## src/core/door_out_pkg.sv

```systemverilog
/*
  Package for the door output and parking block: Wishbone register map,
  field positions, reset values, timing counts and the carrier structs.
  Assumes a 25 MHz system clock; positions are in millimetres.
*/
package door_out_pkg;

  // ===========================================================
  // register map (byte addresses, one word each)
  localparam logic [7:0] ADDR_CONFIG = 8'h00;
  localparam logic [7:0] ADDR_THRESH = 8'h04;
  localparam logic [7:0] ADDR_PARK = 8'h08;
  localparam logic [7:0] ADDR_STATUS = 8'h0c;
  localparam logic [7:0] ADDR_POS = 8'h10;

  // ===========================================================
  // field positions of the config word
  localparam int CFG_AUX_MODE_LSB = 0;
  localparam int CFG_OPEN_MODE_BIT = 2;
  localparam int CFG_PARK_MODE_BIT = 3;
  localparam int CFG_POS_CTRL_BIT = 4;

  // ===========================================================
  // mode encodings
  localparam logic [1:0] AUX_OFF = 2'h0;
  localparam logic [1:0] AUX_OPENING = 2'h1;
  localparam logic [1:0] AUX_PERCENT = 2'h2;
  localparam logic [1:0] AUX_ERROR = 2'h3;
  localparam logic OPEN_NEED_CMD = 1'h0;
  localparam logic OPEN_ALWAYS = 1'h1;
  localparam logic PARK_SKATE_CLOSED = 1'h0;
  localparam logic PARK_SKATE_OPEN = 1'h1;
  localparam logic POSCTRL_FREE = 1'h0;
  localparam logic POSCTRL_HOLD = 1'h1;

  // ===========================================================
  // reset values and write limits of settings
  localparam logic [1:0] RST_AUX_MODE = AUX_ERROR;
  localparam logic RST_OPEN_MODE = OPEN_ALWAYS;
  localparam logic RST_PARK_MODE = PARK_SKATE_CLOSED;
  localparam logic RST_POS_CTRL = POSCTRL_FREE;
  localparam logic [6:0] RST_AUX_PCT = 7'h32;
  localparam logic [5:0] RST_OPEN_THR_MM = 6'h19;
  localparam logic [5:0] OPEN_THR_MIN_MM = 6'h05;
  localparam logic [5:0] OPEN_THR_MAX_MM = 6'h28;
  localparam logic [9:0] RST_DELAY_S = 10'h0f0;
  localparam logic [9:0] DELAY_MIN_S = 10'h005;
  localparam logic [9:0] DELAY_MAX_S = 10'h3e7;
  localparam logic [7:0] RST_SKATE_MM = 8'h14;
  localparam logic [7:0] SKATE_MIN_MM = 8'h05;
  localparam logic [7:0] SKATE_MAX_MM = 8'h96;
  localparam logic [4:0] RST_ERR_MM = 5'h0a;
  localparam logic [4:0] ERR_MIN_MM = 5'h02;
  localparam logic [4:0] ERR_MAX_MM = 5'h14;

  // ===========================================================
  // timing
  localparam int CLK_HZ = 25000000;
  localparam int SECOND_S = 1;
  localparam int SECOND_CYC = SECOND_S * CLK_HZ;

  // ===========================================================
  // carriers
  typedef struct packed {
    logic [1:0] aux_mode;
    logic open_mode;
    logic park_mode;
    logic pos_ctrl;
    logic [6:0] aux_pct;
    logic [5:0] open_thr;
    logic [9:0] delay_s;
    logic [7:0] skate_mm;
    logic [4:0] err_mm;
  } settings_s;

  typedef struct packed {
    logic open_cmd;
    logic close_cmd;
    logic rsc_cmd;
    logic at_end_stop;
    logic opening;
    logic alarm;
    logic overheat;
  } door_in_s;

  typedef enum logic [2:0] {
    PH_IDLE,
    PH_CLOSED_PARK,
    PH_DELAY,
    PH_SKATE_OPENING,
    PH_SKATE_PARK,
    PH_SKATE_CLOSING,
    PH_DCS_OFF
  } phase_e;

endpackage

```

## src/core/door_output_park.sv

```systemverilog
/*
  Door output signalling and closed-door parking control, with a classic
  Wishbone slave for its settings and status.
  Assumes door inputs and positions are synchronous to CLK_I; the motor
  drive outside follows the movement requests and the torque levels.
*/
// How it works
// - aux mode 0: relay always off
// - aux mode 1: relay on while opening
// - aux mode 2: relay on above percent
// - aux mode 3 default: alarm or overheat
// - open mode 0: open status needs command
// - open mode 1 default: status without command
// - open within 5..40 mm below learned
// - open needs quote and end stop
// - park mode 0 keeps skate closed
// - entry delay from close fall, 5..999 s
// - skate opens slowly by set distance
// - pushed open beyond limit: leave parking
// - position control 0: motor unpowered
// - position control 1: reduced torque hold
// - closed park holds torque, closed status
// - delay restarts phase 1 on close
// - skate opening goes to closing on close
// - open skate park: close goes closing
// - open command starts opening at once
`timescale 1ns/10ps
module door_output_park
  import door_out_pkg::*;
#(
  // clock cycles per second of the parking delay; lowered only to let
  // verification reach the later parking phases in a short run
  parameter int unsigned TICK_CYC = SECOND_CYC
)
(
  // clock, reset, enable
  input wire logic CLK_I,
  input wire logic RESET_N_I,
  input wire logic CE_I,
  // wishbone slave
  input wire logic CYC_I,
  input wire logic STB_I,
  input wire logic WE_I,
  input wire logic [7:0] ADR_I,
  input wire logic [3:0] SEL_I,
  input wire logic [31:0] DAT_I,
  output logic [31:0] DAT_O,
  output logic ACK_O,
  // door signals
  input wire door_out_pkg::door_in_s DOOR_I,
  input wire logic [11:0] POSITION_I,
  input wire logic [11:0] LEARNED_OPEN_I,
  // outputs
  output logic AUX_RELAY_OUTPUT_O,
  output logic DOOR_OPEN_STATUS_O,
  output logic DOOR_CLOSED_STATUS_O,
  output logic SKATE_OPEN_REQ_O,
  output logic SKATE_CLOSE_REQ_O,
  output logic OPEN_REQ_O,
  output logic PARK_TORQUE_O,
  output logic HOLD_LOOP_O,
  output logic MOTOR_OFF_O
);
  import door_out_pkg::*;

  // ===========================================================
  // state
  typedef struct packed {
    settings_s cfg;
    phase_e phase;
    logic close_d;
    logic [24:0] tick;
    logic [9:0] secs;
    logic [11:0] park_pos;
    logic [31:0] dat;
    logic ack;
    logic aux;
    logic door_open_status;
    logic door_closed_status;
    logic skate_open;
    logic skate_close;
    logic open_req;
    logic torque;
    logic hold;
    logic motor_off;
  } state_s;

  state_s cur_ff;
  state_s nxt_ff;

  // ===========================================================
  // decoded door conditions
  logic [11:0] open_floor;
  logic [18:0] pct_pos;
  logic [18:0] pct_lim;
  logic near_open;
  logic closed_now;
  logic close_fall;
  logic wr;
  logic [31:0] wmask;
  logic [31:0] wval;
  logic skate_reached;
  logic pushed_open;
  logic tick_last;

  // ===========================================================
  // saturating clamp for written fields
  function automatic logic [31:0] clampv(input logic [31:0] v,
                                         input logic [31:0] lo,
                                         input logic [31:0] hi);
    logic [31:0] r;
    r = v;
    if (v < lo) begin
      r = lo;
    end else if (v > hi) begin
      r = hi;
    end
    return r;
  endfunction

  always_comb begin
    nxt_ff = cur_ff;
    open_floor = (LEARNED_OPEN_I > {6'h00, cur_ff.cfg.open_thr}) ?
                 LEARNED_OPEN_I - {6'h00, cur_ff.cfg.open_thr} : 12'h000;
    near_open = (POSITION_I >= open_floor) && DOOR_I.at_end_stop;
    // the skate rests at zero too, so zero is the only closed position
    closed_now = (POSITION_I == 12'h000);
    // edge against last cycle's sample of the close command
    close_fall = cur_ff.close_d && !DOOR_I.close_cmd;
    // cross-multiplied so the percentage needs no divider
    pct_pos = 19'(POSITION_I) * 19'd100;
    pct_lim = 19'(LEARNED_OPEN_I) * 19'(cur_ff.cfg.aux_pct);
    wr = CYC_I && STB_I && WE_I && !cur_ff.ack;
    wmask = {{8{SEL_I[3]}}, {8{SEL_I[2]}}, {8{SEL_I[1]}}, {8{SEL_I[0]}}};
    wval = 32'h0;
    // skate travel counted from the reference taken at entry
    skate_reached = POSITION_I >= cur_ff.park_pos +
                    {4'h0, cur_ff.cfg.skate_mm};
    // push in the opening direction beyond the error limit
    pushed_open = POSITION_I > cur_ff.park_pos + {7'h0, cur_ff.cfg.err_mm};
    tick_last = cur_ff.tick == 25'(TICK_CYC - 1);

    // ==========================================================
    // wishbone: one wait state, ack dropped the cycle after
    // writes land at the taking edge, the same edge that raises ack
    nxt_ff.ack = CYC_I && STB_I && !cur_ff.ack;
    nxt_ff.dat = 32'h0;
    unique case (ADR_I)
      ADDR_CONFIG: begin
        wval = {27'h0, cur_ff.cfg.pos_ctrl, cur_ff.cfg.park_mode,
                cur_ff.cfg.open_mode, cur_ff.cfg.aux_mode};
        nxt_ff.dat = wval;
        if (wr) begin
          wval = (wval & ~wmask) | (DAT_I & wmask);
          nxt_ff.cfg.aux_mode = wval[CFG_AUX_MODE_LSB +: 2];
          nxt_ff.cfg.open_mode = wval[CFG_OPEN_MODE_BIT];
          nxt_ff.cfg.park_mode = wval[CFG_PARK_MODE_BIT];
          nxt_ff.cfg.pos_ctrl = wval[CFG_POS_CTRL_BIT];
        end
      end
      ADDR_THRESH: begin
        wval = {10'h0, cur_ff.cfg.open_thr, 9'h0, cur_ff.cfg.aux_pct};
        nxt_ff.dat = wval;
        if (wr) begin
          wval = (wval & ~wmask) | (DAT_I & wmask);
          nxt_ff.cfg.aux_pct = (wval[6:0] > 7'd100) ? 7'd100 : wval[6:0];
          nxt_ff.cfg.open_thr = 6'(clampv({26'h0, wval[21:16]},
            32'(OPEN_THR_MIN_MM), 32'(OPEN_THR_MAX_MM)));
        end
      end
      ADDR_PARK: begin
        wval = {3'h0, cur_ff.cfg.err_mm, cur_ff.cfg.skate_mm, 6'h0,
                cur_ff.cfg.delay_s};
        nxt_ff.dat = wval;
        if (wr) begin
          wval = (wval & ~wmask) | (DAT_I & wmask);
          nxt_ff.cfg.delay_s = 10'(clampv({22'h0, wval[9:0]},
            32'(DELAY_MIN_S), 32'(DELAY_MAX_S)));
          nxt_ff.cfg.skate_mm = 8'(clampv({24'h0, wval[23:16]},
            32'(SKATE_MIN_MM), 32'(SKATE_MAX_MM)));
          nxt_ff.cfg.err_mm = 5'(clampv({27'h0, wval[28:24]},
            32'(ERR_MIN_MM), 32'(ERR_MAX_MM)));
        end
      end
      ADDR_STATUS: begin
        nxt_ff.dat = {10'h0, cur_ff.motor_off, cur_ff.hold, cur_ff.torque,
                      cur_ff.open_req, cur_ff.skate_close, cur_ff.skate_open,
                      cur_ff.aux, cur_ff.secs, cur_ff.door_closed_status, cur_ff.door_open_status,
                      cur_ff.phase};
      end
      ADDR_POS: begin
        nxt_ff.dat = {4'h0, cur_ff.park_pos, 4'h0, POSITION_I};
      end
      default: begin
        nxt_ff.dat = 32'h0;
      end
    endcase

    // ==========================================================
    // aux relay
    unique case (cur_ff.cfg.aux_mode)
      AUX_OFF: nxt_ff.aux = 1'b0;
      AUX_OPENING: nxt_ff.aux = DOOR_I.opening;
      AUX_PERCENT: nxt_ff.aux = pct_pos > pct_lim;
      AUX_ERROR: nxt_ff.aux = DOOR_I.alarm || DOOR_I.overheat;
    endcase

    // ==========================================================
    // door open status
    // mode 0 keeps the status once earned while the door stays open
    if (!near_open) begin
      nxt_ff.door_open_status = 1'b0;
    end else if (cur_ff.cfg.open_mode == OPEN_ALWAYS) begin
      nxt_ff.door_open_status = 1'b1;
    end else if (DOOR_I.open_cmd) begin
      nxt_ff.door_open_status = 1'b1;
    end

    // ==========================================================
    // parking sequence
    // registered copy for the close edge
    nxt_ff.close_d = DOOR_I.close_cmd;
    nxt_ff.open_req = DOOR_I.open_cmd;
    nxt_ff.skate_open = 1'b0;
    nxt_ff.skate_close = 1'b0;
    nxt_ff.torque = 1'b0;
    nxt_ff.hold = 1'b0;
    nxt_ff.motor_off = 1'b0;
    if (DOOR_I.open_cmd) begin
      nxt_ff.phase = PH_IDLE;
      nxt_ff.door_closed_status = 1'b0;
    end else begin
      unique case (cur_ff.phase)
        PH_IDLE: begin
          nxt_ff.door_closed_status = 1'b0;
          // reduced speed held means a forced close, not parking
          if (closed_now && DOOR_I.close_cmd && !DOOR_I.rsc_cmd) begin
            nxt_ff.phase = PH_CLOSED_PARK;
            nxt_ff.door_closed_status = 1'b1;
          end
        end
        PH_CLOSED_PARK: begin
          nxt_ff.torque = 1'b1;
          nxt_ff.door_closed_status = 1'b1;
          // skate stays closed in mode 0
          if (close_fall && cur_ff.cfg.park_mode == PARK_SKATE_OPEN) begin
            nxt_ff.phase = PH_DELAY;
            nxt_ff.tick = 25'h0;
            nxt_ff.secs = 10'h0;
          end
        end
        PH_DELAY: begin
          // whole seconds are counted so secs compares with the setting
          nxt_ff.torque = 1'b1;
          nxt_ff.door_closed_status = 1'b1;
          if (DOOR_I.close_cmd) begin
            nxt_ff.phase = PH_CLOSED_PARK;
          end else if (cur_ff.secs >= cur_ff.cfg.delay_s) begin
            nxt_ff.phase = PH_SKATE_OPENING;
            nxt_ff.park_pos = POSITION_I;
          end else if (tick_last) begin
            nxt_ff.tick = 25'h0;
            nxt_ff.secs = cur_ff.secs + 10'h1;
          end else begin
            nxt_ff.tick = cur_ff.tick + 25'h1;
          end
        end
        PH_SKATE_OPENING: begin
          nxt_ff.door_closed_status = 1'b1;
          if (DOOR_I.close_cmd) begin
            nxt_ff.phase = PH_SKATE_CLOSING;
          end else if (skate_reached) begin
            nxt_ff.phase = PH_SKATE_PARK;
            nxt_ff.park_pos = POSITION_I;
          end else begin
            nxt_ff.skate_open = 1'b1;
          end
        end
        PH_SKATE_PARK: begin
          nxt_ff.door_closed_status = 1'b1;
          if (DOOR_I.close_cmd) begin
            nxt_ff.phase = PH_SKATE_CLOSING;
          end else if (pushed_open) begin
            nxt_ff.phase = PH_DCS_OFF;
            nxt_ff.door_closed_status = 1'b0;
          end else begin
            // drive mode only while staying, never on the way out
            // free panels
            nxt_ff.motor_off = cur_ff.cfg.pos_ctrl == POSCTRL_FREE;
            nxt_ff.hold = cur_ff.cfg.pos_ctrl == POSCTRL_HOLD;
          end
        end
        PH_SKATE_CLOSING: begin
          nxt_ff.door_closed_status = 1'b1;
          if (closed_now) begin
            nxt_ff.phase = PH_CLOSED_PARK;
          end else begin
            nxt_ff.skate_close = 1'b1;
          end
        end
        PH_DCS_OFF: begin
          // waits for a fresh command from the controller
          nxt_ff.door_closed_status = 1'b0;
          if (DOOR_I.close_cmd) begin
            nxt_ff.phase = PH_SKATE_CLOSING;
            nxt_ff.door_closed_status = 1'b0;
          end
        end
        default: begin
          nxt_ff.phase = PH_IDLE;
        end
      endcase
    end
  end

  // ce low freezes everything, the bus ack included
  always_ff @(posedge CLK_I or negedge RESET_N_I) begin
    if (!RESET_N_I) begin
      // settings return to their defaults
      cur_ff <= '{cfg: '{aux_mode: RST_AUX_MODE, open_mode: RST_OPEN_MODE,
                         park_mode: RST_PARK_MODE, pos_ctrl: RST_POS_CTRL,
                         aux_pct: RST_AUX_PCT, open_thr: RST_OPEN_THR_MM,
                         delay_s: RST_DELAY_S, skate_mm: RST_SKATE_MM,
                         err_mm: RST_ERR_MM},
                  phase: PH_IDLE, default: '0};
    end else if (CE_I) begin
      cur_ff <= nxt_ff;
    end
  end

  // ===========================================================
  // outputs come straight from the state register
  assign DAT_O = cur_ff.dat;
  assign ACK_O = cur_ff.ack;
  assign AUX_RELAY_OUTPUT_O = cur_ff.aux;
  assign DOOR_OPEN_STATUS_O = cur_ff.door_open_status;
  assign DOOR_CLOSED_STATUS_O = cur_ff.door_closed_status;
  assign SKATE_OPEN_REQ_O = cur_ff.skate_open;
  assign SKATE_CLOSE_REQ_O = cur_ff.skate_close;
  assign OPEN_REQ_O = cur_ff.open_req;
  assign PARK_TORQUE_O = cur_ff.torque;
  assign HOLD_LOOP_O = cur_ff.hold;
  assign MOTOR_OFF_O = cur_ff.motor_off;

endmodule

```

## config.mk

```make
export PLATFORM = sky130hd
export DESIGN_NAME = door_output_park
export DESIGN_NICKNAME = d
export VERILOG_FILES = /design/src/core/door_out_pkg.sv /design/src/core/door_output_park.sv
export SDC_FILE = /design/constraint.sdc
export NUM_CORES = 1
export LEC_CHECK = 0
export BUFFER_PORTS_ARGS = -buffer_cell sky130_fd_sc_hd__buf_2
export CAP_MARGIN = 5
export CELL_PAD_IN_SITES_DETAIL_PLACEMENT = 1
export CELL_PAD_IN_SITES_GLOBAL_PLACEMENT = 1
export CORE_ASPECT_RATIO = 1.25
export CORE_UTILIZATION = 47
export CTS_CLUSTER_DIAMETER = 200
export DETAILED_ROUTE_END_ITERATION = 8
export GPL_TIMING_DRIVEN = 1
export PLACE_DENSITY_LB_ADDON = 0.15
export SKIP_LAST_GASP = 1
export SLEW_MARGIN = 30
export SYNTH_ARGS = -nofsm -noshare
export SYNTH_HDL_FRONTEND = slang
export SYNTH_SLANG_ARGS = --single-unit
```

## constraint.sdc

```tcl
create_clock -name CLK_I -period 7.5 [get_ports CLK_I]
set_clock_uncertainty 0.05 [all_clocks]
set_input_delay 1.125 -clock CLK_I [delete_from_list [all_inputs] [get_ports CLK_I]]
set_output_delay 1.125 -clock CLK_I [all_outputs]
set_load 0.005 [all_outputs]
```

==> summary.md <==
| Metric | Value |
|---|---|
| Io pins | 123 |
| Final hold vios | 0 |
| IO buf count | 110 |
| Leak pwr | 6.94 nW |
| DRC Markers | 0 |
| Tcrit/Tclk final | 0.845 |
| Critical-path top delay cell | fa_1 |
| DP Area | 0.0141 mm^2 |
| Area added between synthesis and finish | 9.06% |
| Total track usage | 0.303 |
| HP Class | reg2reg |
| Yosys reg bits | 131 |
| DR vias | 11900 |
| CTS tree | done |
| Syn avg cell area | 8.55 um^2 |
| Dpl ws | 0.700 ns |
| Max cap viols | 0 |
| Synth cell types | 78 |
| Num rows | 68 |
| Clock Power Share | 0.330 |
| Final Max Slew Viols | 0 |
| Yosys warnings | 0 |
| Vias per inst | 5.99 |
| Outcome | finished clean |
| Largest net degree at the start of global routing | 57 |
| Reg2reg setup slack | 1.23 ns |
| Crit path time final | 6.34 ns |
| Mapped Area | 0.0135 mm^2 |
| FILL cells | 3390 |
| Post-cts sizing count | 0 |
| Internal Power | 0.00161 W |
| Buf/Inv on CP | 5 |
| Crit path DAT | 6.58 ns |
| Crit-path max FO | 8 |
| Setup ws final | 1.16 ns |
| DRT antenna net count | 0 |
| Cells after Synth | 1574 |
| Hold-fix buffers at CTS | 0 |
| Core outline area | 0.0279 mm^2 |
| Setup violators final | 0 |
| Total wire length | 42500 um |
| Setup TNS Final | 0 ns |
| Comb power frac | 0.322 |
| Crit path max-delay family | adder cells |
| Die Wd | 153 um |
| Endpoint of the lowest-slack register-to-register path | AUX_RELAY_OUTPUT_O |
| CTS buffer count | 17 |
| Slew @ Worst Pin | 0.806 ns |
| Initial DRT Pass Iterations | 5 |
| Number of global-route vias before repair | 12600 |
| Psw | 0.000920 W |
| Global route overflow | 0 |
| Fin area | 0.0147 mm^2 |
| Top_reg_cell synth | dfrtp_1 |
| Most frequent cells in the layout | inv_1 (172), ha_1 (168), nand2_1 (115) |
| Power Density | 172 mW/mm^2 |
| Starting Density | 0.483 |
| HP Start | DAT_O[3] |
| Worst path max stage delay | 0.53 ns |
| Drt initial violations | 485 |
| Switch share | 0.364 |
| WS Path Type | in2reg |
| WHS Path Cells | 2 |
| RSZ-0062 raised after global routing | no |
| Min Hold Slack | 0.447 ns |
| Deepest clock path buffer count | 2 |
| Worst vdd ir | 125 uV |
| Postcts setup bufs | 0 |
| RR Startpoint | cur_ff[125] |
| Worst rel slew slack | 0.449 |
| Startpoint Class | input port |
| Initial antenna violation count | 0 |
| Dpl hpwl | 33300 um |
| First-pass GRT wire length | 68400 um |
| CTS Root Cell | clkbuf_16 |
| Die height | 191 um |
| Fin nets | 1934 |
| Type of element capturing the critical path | flop |
| Worst skew pair latency | 0.44 ns |
| Post-synthesis sequential area ratio | 0.245 |
| Clock sink count | 131 |
| Asr flop ratio synth | 1.00 |
| Final Power | 0.00253 W |
| Post-synth EDFFs | 0 |
| Layout cells sized above 1 | 0.123 |
| Commonest non-fill, non-tap cell in the layout | inv_1 |
| R2R depth | 25 |
| FMAX | 158 MHz |
| Sequential Power Share | 0.348 |
| Hold Path End | DAT_O[3] |
| Routability-driven placement congestion ratio | 0.915 |
| Worst path required time | 7.74 ns |
| Routed length per instance | 21.4 um |
| CTS H-tree lvls | 4 |
| Die Area | 0.0293 mm^2 |
| Reg clk slew, reported paths | 0.05 ns |
==> metal layers <==
layer / GRT usage / routed length, um
met5: 0 / 0
met4: 0.168 / 2220
met3: 0.0383 / 1470
met2: 0.564 / 22500
met1: 0.335 / 16400
==> tightest hold or removal path: stages (launching register included) <==
cell,delay (ns)
dfrtp_1,0.34
nor2_1,0.04
nor2_1,0.08
==> metrics by stage <==
stage | instances | utilization
6_report | 1990 | 0.526
5_1_grt | 1989 | 0.526
4_1_cts | 1989 | 0.526
3_5_place_dp | 1957 | 0.505
3_3_place_gp | 1956 | 0.504
2_1_floorplan | 1576 | -
==> cell type report <==
type	count	area [um^2]	area share
antenna	1	2.50	0.000170
clock buffer	23	468	0.0319
clock inverter	9	106	0.00724
inverter	174	653	0.0445
multi-input combinational	1182	9070	0.617
sequential	131	3300	0.225
tap	350	438	0.0298
timing repair buffer	120	652	0.0444
==> kinds of logic after synthesis <==
group,synth area share
AND/OR/NAND/NOR,0.195
multiplexers,0.0234
XOR/XNOR,0.0436
flip-flops,0.245
adder cells (fa/ha/maj),0.245
AO/OA/AOI/OAI,0.164
buffers and inverters,0.0837
other,0.000278
==> synthesized netlist by cell type (6+ instances only) <==
library cell,count,area share
a211oi_1,7,0.0039
a21boi_0,6,0.0033
a21o_1,17,0.0095
a21oi_1,69,0.026
a221oi_1,13,0.0085
a22o_1,7,0.0046
a22oi_1,14,0.0078
a31oi_1,10,0.0046
a32o_1,6,0.0045
and2_1,69,0.032
and3_1,19,0.0088
buf_4,32,0.018
clkbuf_1,46,0.013
dfrtp_1,114,0.21
dfstp_2,17,0.033
fa_1,59,0.088
ha_1,168,0.16
inv_1,172,0.048
mux2_2,12,0.010
mux2i_1,18,0.013
nand2_1,115,0.032
nand2b_1,17,0.0079
nand3_1,41,0.015
nand4_1,23,0.011
nor2_1,109,0.030
nor2b_1,18,0.0084
nor3_1,42,0.016
nor3b_1,7,0.0039
nor4_1,9,0.0042
o211ai_1,11,0.0061
o21a_1,7,0.0039
o21ai_0,102,0.038
o21bai_1,6,0.0033
o22ai_1,19,0.0088
o31ai_1,16,0.0089
or2_2,7,0.0033
or3_1,9,0.0042
xnor2_1,48,0.031
xor2_1,19,0.012
==> registers in the layout, indices dropped and copies added (netlist names), named ones only <==
register and cells:
ACK_O 1, DOOR_CLOSED_STATUS_O 1, AUX_RELAY_OUTPUT_O 1, HOLD_LOOP_O 1, OPEN_REQ_O 1, SKATE_OPEN_REQ_O 1
PARK_TORQUE_O 1, cur_ff 87, MOTOR_OFF_O 1, DOOR_OPEN_STATUS_O 1, DAT_O 29, SKATE_CLOSE_REQ_O 1
==> power groups by stage <==
stage	logic, W	clock network [W]	registers (W)
after detailed placement	0.000809	0	0.000888
after global routing	0.000930	0.000867	0.000884
after global placement	0.000770	0	0.000886
final	0.000814	0.000833	0.000879
after floorplan	0.000613	0	0.000817
after CTS	0.000820	0.000843	0.000876
==> how the worst max path moves through the flow <==
stage                                  from  depth (start not counted)            endpoint
final                     LEARNED_OPEN_I[3]                         26  AUX_RELAY_OUTPUT_O
after floorplan           LEARNED_OPEN_I[6]                         20  AUX_RELAY_OUTPUT_O
after global routing      LEARNED_OPEN_I[3]                         22  AUX_RELAY_OUTPUT_O
after global placement    LEARNED_OPEN_I[3]                         26  AUX_RELAY_OUTPUT_O
after detailed placement  LEARNED_OPEN_I[3]                         26  AUX_RELAY_OUTPUT_O
after CTS                 LEARNED_OPEN_I[3]                         26  AUX_RELAY_OUTPUT_O
Power figures use the tool's default switching activity.
